$ cat config.mk
export PLATFORM = sky130hd
export DESIGN_NAME = sysconf_regs
export DESIGN_NICKNAME = d
export VERILOG_FILES = /design/src/sysconf_pkg.sv /design/src/sysconf_regs.sv
export SDC_FILE = /design/constraint.sdc
export NUM_CORES = 1
export LEC_CHECK = 0
export ABC_AREA = 0
export BUFFER_PORTS_ARGS = -buffer_cell sky130_fd_sc_hd__buf_2
export CAP_MARGIN = 40
export CORE_ASPECT_RATIO = 0.6
export CORE_MARGIN = 2
export CORE_UTILIZATION = 50
export DETAILED_ROUTE_END_ITERATION = 16
export GPL_TIMING_DRIVEN = 0
export PLACE_DENSITY = 0.76
export SLEW_MARGIN = 15
export SYNTH_ARGS = -nofsm -noshare
export SYNTH_HDL_FRONTEND = slang
export SYNTH_SLANG_ARGS = --single-unit
$ cat constraint.sdc
create_clock -name clock -period 3.55 [get_ports clock]
set_input_delay 0 -clock clock [delete_from_list [all_inputs] [get_ports clock]]
set_output_delay 0 -clock clock [all_outputs]
set_load 0.01 [all_outputs]
$ cat src/sysconf_pkg.sv
// register offsets, field positions, reset values and timing figures
// for the system configuration, watchdog and refresh register bank.
// assumes a 16-bit word register port driven by the processor core.
package sysconf_pkg;

  // ------------------------------------------------------------------
  // register offsets
  // ------------------------------------------------------------------
  localparam logic [7:0] OFS_REFRESH_BASE = 8'hE0;
  localparam logic [7:0] OFS_REFRESH_INTERVAL = 8'hE2;
  localparam logic [7:0] OFS_REFRESH_CONTROL = 8'hE4;
  localparam logic [7:0] OFS_WATCHDOG_CONTROL = 8'hE6;
  localparam logic [7:0] OFS_SYSTEM_CONFIG = 8'hF0;
  localparam logic [7:0] OFS_AUX_CONFIG = 8'hF2;
  localparam logic [7:0] OFS_RELEASE_LEVEL = 8'hF4;
  localparam logic [7:0] OFS_RESET_LATCH = 8'hF6;

  // ------------------------------------------------------------------
  // reset values
  // ------------------------------------------------------------------
  localparam logic [15:0] RST_SYSTEM_CONFIG = 16'h0000;
  localparam logic [15:0] RST_AUX_CONFIG = 16'h0000;
  localparam logic [15:0] RST_WATCHDOG_CONTROL = 16'hC080;
  localparam logic [15:0] RST_REFRESH_CONTROL = 16'h0000;
  localparam logic [15:0] RST_REFRESH_BASE = 16'h0000;
  localparam logic [15:0] RST_REFRESH_INTERVAL = 16'h0000;

  // ------------------------------------------------------------------
  // auxiliary configuration fields
  // ------------------------------------------------------------------
  localparam int AUX_PORT1_CTS = 6;
  localparam int AUX_PORT1_READY = 5;
  localparam int AUX_PORT0_CTS = 4;
  localparam int AUX_PORT0_READY = 3;
  localparam int AUX_LOWER_BYTE = 2;
  localparam int AUX_MIDDLE_BYTE = 1;
  localparam int AUX_IO_BYTE = 0;
  localparam logic [15:0] AUX_WRITE_MASK = 16'h007F;

  // ------------------------------------------------------------------
  // system configuration fields
  // ------------------------------------------------------------------
  localparam int SYS_POWER_SAVE = 15;
  localparam int SYS_WHOLE_MIDDLE = 14;
  localparam int SYS_STROBE_SELECT = 13;
  localparam int SYS_DEMOD_ENABLE = 12;
  localparam int SYS_CLKB_SOURCE = 11;
  localparam int SYS_CLKB_DISABLE = 10;
  localparam int SYS_CLKA_SOURCE = 9;
  localparam int SYS_CLKA_DISABLE = 8;
  localparam int SYS_DIV_LSB = 0;
  localparam int SYS_DIV_WIDTH = 3;
  localparam logic [15:0] SYS_WRITE_MASK = 16'hFF07;

  // ------------------------------------------------------------------
  // watchdog control fields
  // ------------------------------------------------------------------
  localparam int WDT_ENABLE = 15;
  localparam int WDT_RESET_SELECT = 14;
  localparam int WDT_RESET_FLAG = 13;
  localparam int WDT_NMI_FLAG = 12;
  localparam int WDT_TEST = 11;
  localparam int WDT_COUNT_LSB = 0;
  localparam int WDT_COUNT_WIDTH = 8;
  localparam logic [15:0] WDT_READ_MASK = 16'hF8FF;
  localparam logic [4:0] WDT_EXP_BIT0 = 5'd10;
  localparam logic [4:0] WDT_EXP_BIT1 = 5'd20;
  localparam int WDT_CNT_WIDTH = 27;

  // ------------------------------------------------------------------
  // refresh fields
  // ------------------------------------------------------------------
  localparam int RFSH_ENABLE = 15;
  localparam int RFSH_CNT_WIDTH = 9;
  localparam int RFSH_BASE_LSB = 9;
  localparam int RFSH_BASE_WIDTH = 7;
  localparam int RFSH_ROW_WIDTH = 13;
  localparam int RELEASE_LSB = 8;

endpackage

$ cat src/sysconf_regs.sv
// system configuration, watchdog and refresh register bank.
// assumes the core register port and interrupt inputs are on clock;
// the address/data pins come from outside and are synchronised here.
//
// How it works
// RL1 - pin word sampled at reset release, read-only until next reset
// RL2 - release register returns code in bits 15-8, low byte zero
// RL3 - aux register holds two flow-control pin selects per port
// RL4 - lower space width bit chooses byte or word accesses
// RL5 - middle space width bit, also peripheral space when memory mapped
// RL6 - io width bit chooses byte or word io accesses
// RL7 - power save divides clock; hardware interrupt clears it
// RL8 - software interrupts and interrupt return leave power save alone
// RL9 - divider is two to field power, active only in power save
// RL10 - whole range middle select frees second and third selects
// RL11 - strobe select bit picks data strobe or data enable
// RL12 - demodulator enable bit switches the pulse width demodulator
// RL13 - clock outputs choose crystal or divided clock, or forced low
// RL14 - watchdog enable runs the watchdog; control resets to c080h
// RL15 - timeout resets if reset select or nmi flag, else nmi
// RL16 - timeout reset flag set on reset timeout, cleared by software
// RL17 - nmi flag set on nmi event, cleared by software
// RL18 - timeout is two to exponent from lowest set count bit
// RL19 - refresh enable runs counter, clearing stops it, keeps address
// RL20 - refresh control shows nine-bit counter, bits 14-9 zero
// RL21 - interval register nine bits, upper bits read zero
// RL22 - base register holds address bits 19-13, low bits zero
// RL23 - counter runs to interval, requests once, restarts from zero
`timescale 1ns/1ps
`default_nettype none

module sysconf_regs
  import sysconf_pkg::*;
#(
  // raised in simulation to shorten watchdog timeouts
  parameter int TIMEOUT_EXP_REDUCE = 0,
  // arbitrary neutral release code
  parameter logic [7:0] RELEASE_CODE = 8'h5A
) (
  // clock and reset
  input wire logic clock,
  input wire logic resetn,
  // register port from the core
  input wire logic [7:0] reg_addr,
  input wire logic reg_wr,
  input wire logic reg_rd,
  input wire logic [15:0] reg_wdata,
  output logic [15:0] reg_rdata,
  output logic reg_rvalid,
  // address/data pins, sampled at reset release
  input wire logic [15:0] ad_pins,
  // interrupt sources
  input wire logic hw_interrupt,
  input wire logic sw_interrupt,
  input wire logic interrupt_return,
  // serial flow-control pin roles
  output logic port1_cts_select,
  output logic port1_ready_select,
  output logic port0_cts_select,
  output logic port0_ready_select,
  // bus width per space
  output logic lower_space_byte_width,
  output logic middle_space_byte_width,
  output logic io_space_byte_width,
  // clock and power
  output logic power_save_enable,
  output logic [2:0] clock_divider_field,
  output logic internal_clock_tick,
  output logic clock_out_a_source,
  output logic clock_out_a_disable,
  output logic clock_out_b_source,
  output logic clock_out_b_disable,
  // pin functions
  output logic whole_range_middle_select,
  output logic strobe_select,
  output logic demodulator_enable,
  // watchdog
  output logic watchdog_reset,
  output logic watchdog_nmi,
  // refresh
  output logic refresh_strobe_mode,
  output logic refresh_request,
  output logic [19:0] refresh_address
);

  // ------------------------------------------------------------------
  // helpers
  // ------------------------------------------------------------------
  function automatic logic [4:0] wdt_exponent(input logic [7:0] cnt);
    logic [4:0] e;
    e = 5'd0;
    if (cnt[0]) begin
      e = WDT_EXP_BIT0;
    end else begin
      for (int i = 7; i >= 1; i--) begin
        if (cnt[i]) begin
          e = WDT_EXP_BIT1 + 5'(i - 1);
        end
      end
    end
    return e;
  endfunction
  function automatic logic [6:0] div_mask(input logic [2:0] f);
    return 7'((8'h01 << f) - 8'h01);
  endfunction
  function automatic logic hit(input logic [7:0] a, input logic [7:0] o);
    return a == o;
  endfunction

  // ------------------------------------------------------------------
  // registers
  // ------------------------------------------------------------------
  logic [15:0] ad_sync1_r;
  logic [15:0] ad_sync2_r;
  logic reset_pending_r;
  logic [15:0] latched_pin_value_r;
  logic [15:0] aux_r;
  logic [15:0] sys_r;
  logic [15:0] wdt_r;
  logic rfsh_enable_r;
  logic [8:0] rfsh_cnt_r;
  logic [8:0] rfsh_interval_r;
  logic [6:0] rfsh_base_r;
  logic [12:0] rfsh_row_r;
  logic [6:0] div_cnt_r;
  logic tick_r;
  logic [WDT_CNT_WIDTH-1:0] wdt_cnt_r;
  logic wdt_reset_r;
  logic wdt_nmi_r;
  logic rfsh_req_r;
  logic [15:0] rdata_r;
  logic rvalid_r;
  logic wr_sys;
  logic wr_aux;
  logic wr_wdt;
  logic wr_rctl;
  logic wr_rint;
  logic wr_rbase;
  logic wdt_timeout;
  logic wdt_to_reset;
  logic [4:0] wdt_exp;
  logic [WDT_CNT_WIDTH-1:0] wdt_limit;
  logic rfsh_hit;
  assign wr_sys = reg_wr && hit(reg_addr, OFS_SYSTEM_CONFIG);
  assign wr_aux = reg_wr && hit(reg_addr, OFS_AUX_CONFIG);
  assign wr_wdt = reg_wr && hit(reg_addr, OFS_WATCHDOG_CONTROL);
  assign wr_rctl = reg_wr && hit(reg_addr, OFS_REFRESH_CONTROL);
  assign wr_rint = reg_wr && hit(reg_addr, OFS_REFRESH_INTERVAL);
  assign wr_rbase = reg_wr && hit(reg_addr, OFS_REFRESH_BASE);

  // ------------------------------------------------------------------
  // reset pin latch
  // ------------------------------------------------------------------
  // pins are asynchronous to clock; no reset so they track during reset
  always_ff @(posedge clock) begin
    ad_sync1_r <= ad_pins;
    ad_sync2_r <= ad_sync1_r;
  end
  always_ff @(posedge clock) begin
    if (!resetn) begin
      reset_pending_r <= 1'b1;
    end else begin
      reset_pending_r <= 1'b0;
    end
  end
  // caught on the first edge after release, held until next reset
  always_ff @(posedge clock) begin
    if (resetn && reset_pending_r) begin
      latched_pin_value_r <= ad_sync2_r; // [RL1]
    end
  end

  // ------------------------------------------------------------------
  // auxiliary configuration
  // ------------------------------------------------------------------
  always_ff @(posedge clock) begin
    if (!resetn) begin
      aux_r <= RST_AUX_CONFIG; // [RL3]
    end else if (wr_aux) begin
      aux_r <= reg_wdata & AUX_WRITE_MASK; // [RL3]
    end
  end
  assign port1_cts_select = aux_r[AUX_PORT1_CTS]; // [RL3]
  assign port1_ready_select = aux_r[AUX_PORT1_READY]; // [RL3]
  assign port0_cts_select = aux_r[AUX_PORT0_CTS]; // [RL3]
  assign port0_ready_select = aux_r[AUX_PORT0_READY]; // [RL3]
  assign lower_space_byte_width = aux_r[AUX_LOWER_BYTE]; // [RL4]
  // chip-select logic applies this to peripheral space only when mapped
  assign middle_space_byte_width = aux_r[AUX_MIDDLE_BYTE]; // [RL5]
  assign io_space_byte_width = aux_r[AUX_IO_BYTE]; // [RL6]

  // ------------------------------------------------------------------
  // system configuration
  // ------------------------------------------------------------------
  // a hardware interrupt in the same cycle as a write wins, so a wake-up
  // is never lost; software interrupts and returns have no effect
  always_ff @(posedge clock) begin
    if (!resetn) begin
      sys_r <= RST_SYSTEM_CONFIG;
    end else begin
      if (wr_sys) begin
        sys_r <= reg_wdata & SYS_WRITE_MASK;
      end
      if (hw_interrupt) begin
        sys_r[SYS_POWER_SAVE] <= 1'b0; // [RL7] [RL8]
      end
    end
  end
  assign power_save_enable = sys_r[SYS_POWER_SAVE]; // [RL7]
  assign clock_divider_field = sys_r[SYS_DIV_LSB +: SYS_DIV_WIDTH];
  assign whole_range_middle_select = sys_r[SYS_WHOLE_MIDDLE]; // [RL10]
  assign strobe_select = sys_r[SYS_STROBE_SELECT]; // [RL11]
  assign demodulator_enable = sys_r[SYS_DEMOD_ENABLE]; // [RL12]
  assign clock_out_a_source = sys_r[SYS_CLKA_SOURCE]; // [RL13]
  assign clock_out_a_disable = sys_r[SYS_CLKA_DISABLE]; // [RL13]
  assign clock_out_b_source = sys_r[SYS_CLKB_SOURCE]; // [RL13]
  assign clock_out_b_disable = sys_r[SYS_CLKB_DISABLE]; // [RL13]

  // ------------------------------------------------------------------
  // power-save clock divider
  // ------------------------------------------------------------------
  // tick marks one divided clock; high every cycle outside power save
  always_ff @(posedge clock) begin
    if (!resetn || !power_save_enable) begin
      div_cnt_r <= 7'h00;
    end else if ((div_cnt_r & div_mask(clock_divider_field)) ==
                 div_mask(clock_divider_field)) begin
      div_cnt_r <= 7'h00; // [RL9]
    end else begin
      div_cnt_r <= div_cnt_r + 7'h01;
    end
  end
  always_ff @(posedge clock) begin
    if (!resetn) begin
      tick_r <= 1'b0;
    end else begin
      tick_r <= !power_save_enable ||
                ((div_cnt_r & div_mask(clock_divider_field)) ==
                 div_mask(clock_divider_field)); // [RL9]
    end
  end
  assign internal_clock_tick = tick_r;

  // ------------------------------------------------------------------
  // watchdog
  // ------------------------------------------------------------------
  // a zero count has no defined period, so it never times out
  always_comb begin
    wdt_exp = wdt_exponent(wdt_r[WDT_COUNT_LSB +: WDT_COUNT_WIDTH]);
    wdt_limit = '0;
    if (wdt_exp != 5'd0) begin
      wdt_limit = (WDT_CNT_WIDTH'(1) <<
                   (wdt_exp - 5'(TIMEOUT_EXP_REDUCE))) -
                  WDT_CNT_WIDTH'(1); // [RL18]
    end
  end
  assign wdt_timeout = wdt_r[WDT_ENABLE] && (wdt_exp != 5'd0) &&
                       (wdt_cnt_r == wdt_limit); // [RL14] [RL18]
  assign wdt_to_reset = wdt_r[WDT_RESET_SELECT] ||
                        wdt_r[WDT_NMI_FLAG]; // [RL15]
  // any write to the control register restarts the period
  always_ff @(posedge clock) begin
    if (!resetn || !wdt_r[WDT_ENABLE] || wr_wdt || wdt_timeout) begin
      wdt_cnt_r <= '0; // [RL14]
    end else begin
      wdt_cnt_r <= wdt_cnt_r + WDT_CNT_WIDTH'(1);
    end
  end
  // flags clear on writing zero; a timeout in the same cycle wins
  always_ff @(posedge clock) begin
    if (!resetn) begin
      wdt_r <= RST_WATCHDOG_CONTROL; // [RL14]
    end else begin
      if (wr_wdt) begin
        wdt_r[WDT_ENABLE] <= reg_wdata[WDT_ENABLE];
        wdt_r[WDT_RESET_SELECT] <= reg_wdata[WDT_RESET_SELECT];
        wdt_r[WDT_TEST] <= reg_wdata[WDT_TEST];
        wdt_r[WDT_COUNT_LSB +: WDT_COUNT_WIDTH] <=
          reg_wdata[WDT_COUNT_LSB +: WDT_COUNT_WIDTH];
        if (!reg_wdata[WDT_RESET_FLAG]) begin
          wdt_r[WDT_RESET_FLAG] <= 1'b0; // [RL16]
        end
        if (!reg_wdata[WDT_NMI_FLAG]) begin
          wdt_r[WDT_NMI_FLAG] <= 1'b0; // [RL17]
        end
      end
      if (wdt_timeout && wdt_to_reset) begin
        wdt_r[WDT_RESET_FLAG] <= 1'b1; // [RL16]
      end
      if (wdt_timeout && !wdt_to_reset) begin
        wdt_r[WDT_NMI_FLAG] <= 1'b1; // [RL17]
      end
    end
  end
  always_ff @(posedge clock) begin
    if (!resetn) begin
      wdt_reset_r <= 1'b0;
      wdt_nmi_r <= 1'b0;
    end else begin
      wdt_reset_r <= wdt_timeout && wdt_to_reset; // [RL15]
      wdt_nmi_r <= wdt_timeout && !wdt_to_reset; // [RL15]
    end
  end
  assign watchdog_reset = wdt_reset_r;
  assign watchdog_nmi = wdt_nmi_r;

  // ------------------------------------------------------------------
  // refresh
  // ------------------------------------------------------------------
  always_ff @(posedge clock) begin
    if (!resetn) begin
      rfsh_enable_r <= RST_REFRESH_CONTROL[RFSH_ENABLE];
    end else if (wr_rctl) begin
      rfsh_enable_r <= reg_wdata[RFSH_ENABLE]; // [RL19]
    end
  end
  // interval is undefined by design; held at zero to stay deterministic
  always_ff @(posedge clock) begin
    if (!resetn) begin
      rfsh_interval_r <= RST_REFRESH_INTERVAL[RFSH_CNT_WIDTH-1:0];
    end else if (wr_rint) begin
      rfsh_interval_r <= reg_wdata[RFSH_CNT_WIDTH-1:0]; // [RL21]
    end
  end
  always_ff @(posedge clock) begin
    if (!resetn) begin
      rfsh_base_r <= RST_REFRESH_BASE[RFSH_BASE_LSB +: RFSH_BASE_WIDTH];
    end else if (wr_rbase) begin
      rfsh_base_r <= reg_wdata[RFSH_BASE_LSB +: RFSH_BASE_WIDTH]; // [RL22]
    end
  end
  // zero interval would request every cycle, so it requests nothing
  assign rfsh_hit = rfsh_enable_r && (rfsh_interval_r != 9'h000) &&
                    (rfsh_cnt_r == rfsh_interval_r); // [RL23]
  always_ff @(posedge clock) begin
    if (!resetn || !rfsh_enable_r || rfsh_hit) begin
      rfsh_cnt_r <= 9'h000; // [RL19] [RL23]
    end else begin
      rfsh_cnt_r <= rfsh_cnt_r + 9'h001; // [RL23]
    end
  end
  always_ff @(posedge clock) begin
    if (!resetn) begin
      rfsh_req_r <= 1'b0;
    end else begin
      rfsh_req_r <= rfsh_hit; // [RL23]
    end
  end
  // row advances per request and survives disable
  always_ff @(posedge clock) begin
    if (!resetn) begin
      rfsh_row_r <= '0;
    end else if (rfsh_hit) begin
      rfsh_row_r <= rfsh_row_r + 13'h0001; // [RL19]
    end
  end
  assign refresh_strobe_mode = rfsh_enable_r; // [RL19]
  assign refresh_request = rfsh_req_r;
  assign refresh_address = {rfsh_base_r, rfsh_row_r}; // [RL22]

  // ------------------------------------------------------------------
  // read port
  // ------------------------------------------------------------------
  always_ff @(posedge clock) begin
    if (!resetn) begin
      rdata_r <= 16'h0000;
      rvalid_r <= 1'b0;
    end else begin
      rvalid_r <= reg_rd;
      if (reg_rd) begin
        unique case (reg_addr)
          OFS_REFRESH_BASE: rdata_r <= {rfsh_base_r, 9'h000}; // [RL22]
          OFS_REFRESH_INTERVAL: rdata_r <= {7'h00, rfsh_interval_r}; // [RL21]
          OFS_REFRESH_CONTROL:
            rdata_r <= {rfsh_enable_r, 6'h00, rfsh_cnt_r}; // [RL20]
          OFS_WATCHDOG_CONTROL: rdata_r <= wdt_r & WDT_READ_MASK;
          OFS_SYSTEM_CONFIG: rdata_r <= sys_r;
          OFS_AUX_CONFIG: rdata_r <= aux_r;
          OFS_RELEASE_LEVEL: rdata_r <= {RELEASE_CODE, 8'h00}; // [RL2]
          OFS_RESET_LATCH: rdata_r <= latched_pin_value_r; // [RL1]
          default: rdata_r <= 16'h0000;
        endcase
      end
    end
  end
  assign reg_rdata = rdata_r;
  assign reg_rvalid = rvalid_r;

endmodule

`default_nettype wire

==> metrics list, run 1 <==
- Run status: complete, no violations
- For the final routed database, the setup TNS stands at 0 ns.
* IR drop worst, VDD: 260.3 uV
- TritonCTS created 17 clock buffers.
* DIE AREA: 0.01563 mm^2
- Unrepaired setup endpoints after global routing: no
- The number of failing hold endpoints at the final stage came to 0.
- Net switching power: 1.047 mW
* Maximum number of pins on one net before global-route repair: 21
* Die extent in y: 97.64 um
- Ranking of synthesized cells by area: sky130_fd_sc_hd__dfxtp_1 43%, sky130_fd_sc_hd__edfxtp_1 6.6%, sky130_fd_sc_hd__nand2_1 5.7%, sky130_fd_sc_hd__a21oi_1 4.7%, sky130_fd_sc_hd__nor2_1 4.4%
- The first TritonRoute pass finished after 6 iterations.
- The clock passes through at most 2 buffers.
- For this run, the post-layout net count is 1,029.
- Vias in the first global route: 6,217
- Synthesis inferred 174 register bits.
* Average routed wire per standard cell: 17.41 um
- After clock tree synthesis, the clock-pin slew on the worst setup and hold paths is 0.07 ns.
* Fill cell total of the finished layout: 1,259
* LEAKAGE: 3.448 nW
* Max-cap violations: 0
* Synthesized instance count: 818
- The initial antenna violation count is 0.
- The first routing iteration left 690 violations.
- Die Span X: 160.1 um
* Total setup violations reported at the end of the flow: 0
- The number of nets handed over by synthesis was 871.
- Ratio of final minimum period to clock period: 90.83%
- Power density normalized to cell area: 453.1 mW/mm^2
- Cell count of the worst reg-to-reg path: 13
* H-tree level count: 4
- Drt via density: 5.753
* GRT overflow: 0
- The core region is 0.01438 mm^2.
- Post-synthesis to final-layout area growth: 23.99%
* Sequential share of power: 49.7%
- The routed layout has 6,829 vias.
- The critical path is of the register to register type.
* Distinct cells, synth: 60
- Counting flops with a built-in enable in the synthesized netlist gives 16.
* Required @ worst endpoint: 3.85 ns
- For the final database, setup skew stands at 0.01249 ns.
* Max-Slew Margin vs Limit: 35.41%
- Startpoint kind of the worst setup timing path: register
* Number of design rule violations left after detail routing: 0
* Highest attainable clock frequency: 310.1 MHz
- The biggest area contributor in the post-synthesis netlist is sky130_fd_sc_hd__dfxtp_1.
- Combinational logic burns 4.5% of the power.
* Initial core utilization: 50.82%
* Clk root buf: sky130_fd_sc_hd__clkbuf_16
- For this run, the register share of the synthesized area comes to 49.86%.
* Actual slew at the worst max-slew pin: 0.9653 ns
- Worst hold-check slack: 0.06279 ns
- Clock latency on the worst-skew pair, taken at its later pin, is 0.44 ns.
* Util after Layout: 63.01%
* Number of nets still failing antenna checks after routing: 0
- During placement, the flow inserted port buffers numbering 101.
- Dividing the synthesized area by the synthesized cell count gives 8.933 um^2.
- Min-Delay Path Depth: 4
- After detailed placement, the design holds a cell count of 1,117.
* Num Clock Sinks: 174
* Post-DP HPWL: 14,720 um
* Biggest fanout along the worst timing path: 12
- DRT Wirelength: 20,670 um
* Fraction of registers with async set or reset after synthesis: 0%
- Of the total power, the share spent switching nets is 25.50%.
* Synth top cells by count: 158 x sky130_fd_sc_hd__dfxtp_1, 111 x sky130_fd_sc_hd__nand2_1, 85 x sky130_fd_sc_hd__nor2_1, 69 x sky130_fd_sc_hd__a21oi_1, 43 x sky130_fd_sc_hd__nand3_1
- Global routing used 27.03% of the available tracks.
- TritonCTS built the clock tree.
- The post-route netlist has 15.98% of its cells at a drive strength greater than 1.
- Share of Yosys cell area claimed by the top area cell type: 43.29%
- Final std cells w/o fill: 1,187
- Data on the critical path arrives at its endpoint at 3.52 ns.
* Internal power component: 3.058 mW
- Hold crit path type: primary input to register
- After floorplanning, the core was divided into 34 placement rows.
* Shortest clock period the worst path allows after layout: 3.224 ns
- Ys Warns: 0
* Global-route wire length before repair: 33,060 um
- Kind of end point of the critical path: register
- Among all flip-flop cells after synthesis, the most frequent one is sky130_fd_sc_hd__dfxtp_1.
- The most common cell in the synthesized netlist is sky130_fd_sc_hd__dfxtp_1.
* Count of pins over their slew limit: 0
* Num ports: 107
* Post-synth design cell area: 0.007307 mm^2
- Clock network power share: 45.8%
* Weighted congestion reported at the end of routability-driven placement: 0.9170
* Power consumption: 4.105 mW
- The repair_antennas step left the layout with diodes totalling 0.
power groups by stage:
| stage | combinational [mW] | clock, mW | sequential [mW] |
|---|---|---|---|
| floorplan | 0.0723 | 0 | 2.08 |
| global placement | 0.145 | 0 | 2.09 |
| detailed placement | 0.147 | 0 | 2.09 |
| CTS | 0.178 | 1.90 | 2.04 |
| global route | 0.197 | 1.99 | 2.04 |
| finish | 0.184 | 1.88 | 2.04 |
layout make-up:
type / count / area [um^2] / share of cell area (%)
flip-flops and latches: 174 / 3643 / 40.22
inverters: 13 / 48.80 / 0.5386
multi-input cells: 586 / 3432 / 37.88
well taps: 198 / 247.7 / 2.734
clock inverters: 15 / 183.9 / 2.030
clock buffers: 17 / 425.4 / 4.695
plain buffers: 44 / 187.7 / 2.072
repair buffers: 140 / 890.9 / 9.833
critical path, stage by stage, from the launching register on:
cell and delay, ns:
sky130_fd_sc_hd__dfxtp_1 0.36, sky130_fd_sc_hd__buf_2 0.22, sky130_fd_sc_hd__nor3_2 0.24, sky130_fd_sc_hd__nand3_1 0.19, sky130_fd_sc_hd__ha_2 0.34, sky130_fd_sc_hd__inv_1 0.19, sky130_fd_sc_hd__o22ai_1 0.11, sky130_fd_sc_hd__nor3b_1 0.16
sky130_fd_sc_hd__a2111oi_2 0.37, sky130_fd_sc_hd__nand4bb_1 0.29, sky130_fd_sc_hd__nor3_4 0.22, sky130_fd_sc_hd__buf_4 0.18, sky130_fd_sc_hd__buf_6 0.16, sky130_fd_sc_hd__nor3_1 0.06
flip-flops by register name (all words and copies together), names as in the netlist, 9 cells and up:
signal,flops
wdt_r,13
latched_pin_value_r,16
ad_sync2_r,16
wdt_cnt_r,27
reg_rdata,16
rfsh_row_r,13
ad_sync1_r,16
sys_r,11
rfsh_cnt_r,9
rfsh_interval_r,9
worst paths after layout:
check,start,endpoint,slack [ns]
worst max-delay path,wdt_r[1]$_SDFFE_PN0P_,wdt_cnt_r[22]$_SDFF_PP0_,0.33
worst min register to register,ad_sync1_r[6]$_DFF_P_,ad_sync2_r[6]$_DFF_P_,0.33
worst max register to register,wdt_r[1]$_SDFFE_PN0P_,wdt_cnt_r[22]$_SDFF_PP0_,0.33
worst min-delay path,resetn,wdt_r[13]$_SDFFE_PN0P_,0.06
per-stage QoR:
| step | setup WS (ns) | cell area, um^2 |
|---|---|---|
| final | 0.3257 | 9060 |
| after global placement | 0.02430 | 8060 |
| after global routing | 0.06281 | 9060 |
| after floorplan | 0.6896 | 7307 |
| after detailed placement | -0.001460 | 8060 |
| after CTS | 0.04496 | 9046 |
cell usage in the layout, fill, tap and decap left out, types with 18 or more instances in the layout:
cell type	count
sky130_fd_sc_hd__nor2_1	85
sky130_fd_sc_hd__xor2_1	29
sky130_fd_sc_hd__clkbuf_1	38
sky130_fd_sc_hd__nand3_1	43
sky130_fd_sc_hd__buf_2	104
sky130_fd_sc_hd__dlygate4sd3_1	37
sky130_fd_sc_hd__xnor2_1	29
sky130_fd_sc_hd__o21ai_0	23
sky130_fd_sc_hd__nor3_1	37
sky130_fd_sc_hd__dfxtp_1	158
sky130_fd_sc_hd__mux2i_1	18
sky130_fd_sc_hd__nand2_1	111
sky130_fd_sc_hd__a21oi_1	69
layer usage:
layer | vias up | global-route usage (%) | wire [um]
li1 | 3198 | - | -
met1 | 3177 | 38.83 | 9187
met2 | 410 | 38.26 | 8471
met3 | 44 | 9.432 | 2615
met4 | 0 | 7.762 | 393
met5 | - | 0 | 0
kinds of logic after synthesis:
kind of cell             Yosys count  synth area share (%)
multiplexers                      21                 3.236
adder cells (fa/ha/maj)            6                 1.027
XOR/XNOR                          58                 6.952
flip-flops                       174                 49.86
AO/OA/AOI/OAI                    147                 12.45
buffers and inverters             58                 3.288
AND/OR/NAND/NOR                  353                 23.13
other                              1               0.05132
timing repair:
item,in CTS,in global routing
setup endpoints to repair,20,30
buffers inserted,0,2
gates resized for setup,1,1
hold buffers,37,0
hold endpoints to repair,67,0
pin swaps,0,2
Note: power is estimated with default switching activity, not from simulation.
==> inputs of run 2 (changes only) <==
- CELL_PAD_IN_SITES_DETAIL_PLACEMENT: not set -> 0
- CELL_PAD_IN_SITES_GLOBAL_PLACEMENT: not set -> 1
- CORE_UTILIZATION: 50 -> 43
- PLACE_DENSITY: 0.76 -> 0.84
==> run 2 against run 1 <==
Net effect:
- non-clock buffer count up 1
- first-iteration DRC count down 23%
- die area up 16%
- sequential share of layout area down 0.11 points
- utilization down 7.8 points
- flip-flop and latch count unchanged
- hold slack worse by 0.052 ns
- largest cell class unchanged
==> metrics list, run 2 (synthesis gave the netlist of run 1 again) <==
- The run finished with clean final reports.
- In this run the number of H-tree levels came out at 4.
* Num Clock Sinks: 174
- DRT Wirelength: 21,020 um
- Max-cap violations: 0
* Row count: 36
- After legalization and detailed placement, the total HPWL measured 15,530 um.
- Power density normalized to cell area: 452.7 mW/mm^2
- Top reg by flops: wdt_cnt_r
- Die Span X: 172.3 um
- The number of failing hold endpoints at the final stage is 0.
* Required @ worst endpoint: 3.82 ns
* Biggest fanout along the worst timing path: 12
- STA classifies the critical path endpoint as a register.
- IR analysis of the VDD net gives a maximum drop of 291.2 uV.
- The die is 105.0 um tall.
- Clk root buf: sky130_fd_sc_hd__clkbuf_16
- The number of clock buffers added by TritonCTS is 17.
- The worst pin sits at a relative slew slack of 44.12%.
- Post-synthesis to final-layout area growth: 24.32%
- Actual slew at the worst max-slew pin: 0.8351 ns
- In the global route stage, overall resource usage came out at 23.63%.
- In this run the worst hold path is classified as primary input to register.
* Length of routed met2 wiring: 8042 um
- Final net count: 1,030
- The repair_antennas step left the layout with diodes totalling 0.
- Vias in the first global route: 5,855
- Weighted congestion reported at the end of routability-driven placement: 0.9078
- Setup repair after global routing left no endpoint under its margin.
- Number of design rule violations left after detail routing: 0
- Category of the most critical setup path: register to register
* Number of input and output port buffers inserted: 101
- Summed over all cells, the static leakage comes to 3.449 nW.
* Initial core utilization: 44.44%
- Drt first-iter violations: 528
* Layout cells sized above 1: 16.06%
- Using the TritonRoute via totals, the vias-per-cell ratio works out to 5.439.
- The floorplan step defined a die boundary enclosing 0.01809 mm^2.
* DR pass1 iterations: 5
- Ratio of final minimum period to clock period: 89.76%
- Metal3 WL: 1887 um
* TritonCTS clock tree: done
* Most common library cell in the layout ignoring fill and taps: sky130_fd_sc_hd__dfxtp_1
- Total setup violations reported at the end of the flow: 0
* Vias: 6,625
- Worst skew pair latency: 0.43 ns
- In the final routed layout, each cell accounts on average for 17.25 um.
* Fill cell total of the finished layout: 1,514
- For flop-to-flop paths, the worst setup slack is 0.36 ns.
- Reg clk slew, reported paths: 0.07 ns
* Shortest clock period the worst path allows after layout: 3.186 ns
- Largest register FFs: 27
- Global-route wire length before repair: 32,620 um
* Core footprint: 0.01644 mm^2
- In this run the count of I/O pins placed on the die edge is 107.
- GRT overflow: 0
- Clk_skew: 0.01422 ns
- Number of nets still failing antenna checks after routing: 0
- Counting along the longest clock path gives a buffer depth of 2.
- In the final routing, the length of wire on met1 measures 10,970 um.
- Number of antenna violations at the first check in global routing: 0
* Startpoint kind of the worst setup timing path: register
- Endpoint arrival time on the critical path: 3.46 ns
- Measured on the finished design, the core utilization comes to 55.25%.
- Worst hold-check slack: 0.01105 ns
- Highest attainable clock frequency: 313.8 MHz
- Top library cells by usage in the layout, fill and taps aside: 158 x sky130_fd_sc_hd__dfxtp_1, 111 x sky130_fd_sc_hd__nand2_1, 104 x sky130_fd_sc_hd__buf_2
* Highest metal layer used by the detailed router: met4
* Count of pins over their slew limit: 0
- Entering global routing, the biggest net connects 20 pins.
run 2: what timing repair did:
| action | 4_1_cts | 5_1_grt |
|---|---|---|
| resized for setup | 1 | 1 |
| hold buffers | 36 | 0 |
| hold endpoints to repair | 67 | 0 |
| setup buffers | 0 | 3 |
| pin swaps | 0 | 2 |
| setup endpoints to repair | 20 | 29 |
run 2: per-layer routing:
layer / GRT usage [%] / vias to the layer above
met2: 30.64 / 273
met3: 5.000 / 10
met5: 0 / -
met4: 4.382 / 0
li1: - / 3184
met1: 39.07 / 3158
run 2: layout make-up:
type | count | area (um^2) | area share (%)
Timing Repair Buffer | 141 | 895.9 | 9.862
Clock buffer | 18 | 429.2 | 4.725
Clock inverter | 14 | 161.4 | 1.777
Buffer | 44 | 187.7 | 2.066
Sequential cell | 174 | 3643 | 40.11
Tap cell | 228 | 285.3 | 3.141
Multi-Input combinational cell | 586 | 3432 | 37.78
Inverter | 13 | 48.80 | 0.5372
run 2: final timing paths:
check | startpoint | to | cells after the start
setup / recovery | wdt_r[1]$_SDFFE_PN0P_ | wdt_cnt_r[21]$_SDFF_PP0_ | 11
hold / removal | reg_addr[1] | reg_rdata[13]$_SDFFE_PN0P_ | 4
hold reg to reg | ad_sync1_r[6]$_DFF_P_ | ad_sync2_r[6]$_DFF_P_ | 0
setup reg to reg | wdt_r[1]$_SDFFE_PN0P_ | wdt_cnt_r[21]$_SDFF_PP0_ | 11
run 2: where the power goes:
| part | leakage (nW) | internal, mW | switching, mW | total [mW] |
|---|---|---|---|---|
| sequential | 1.44 | 2.02 | 0.0169 | 2.04 |
| combinational | 1.72 | 0.0756 | 0.107 | 0.182 |
| clock | 0.293 | 1.01 | 0.878 | 1.89 |
| total | 3.45 | 3.11 | 1.00 | 4.11 |
run 2: critical path, stage by stage (launching register included):
cell	delay, ns
sky130_fd_sc_hd__dfxtp_1	0.34
sky130_fd_sc_hd__buf_2	0.20
sky130_fd_sc_hd__nor3_2	0.23
sky130_fd_sc_hd__nand3_1	0.16
sky130_fd_sc_hd__ha_2	0.31
sky130_fd_sc_hd__a221oi_1	0.32
sky130_fd_sc_hd__o2111ai_1	0.20
sky130_fd_sc_hd__a2111oi_2	0.33
sky130_fd_sc_hd__nand4bb_1	0.28
sky130_fd_sc_hd__nor3_4	0.40
sky130_fd_sc_hd__buf_6	0.21
sky130_fd_sc_hd__nor3_1	0.06
run 2: per-stage QoR:
step | std cells | power [mW] | area [um^2] | setup TNS, ns | setup slack [ns]
2_1_floorplan | 818 | 2.156 | 7307 | 0 | 0.6896
3_3_place_gp | 1147 | 2.232 | 8098 | -1.292 | -0.08460
3_5_place_dp | 1148 | 2.235 | 8105 | -0.8973 | -0.06763
4_1_cts | 1216 | 4.142 | 9062 | 0 | 0.05465
5_1_grt | 1218 | 4.249 | 9084 | 0 | 0.09965
6_report | 1218 | 4.112 | 9084 | 0 | 0.3635
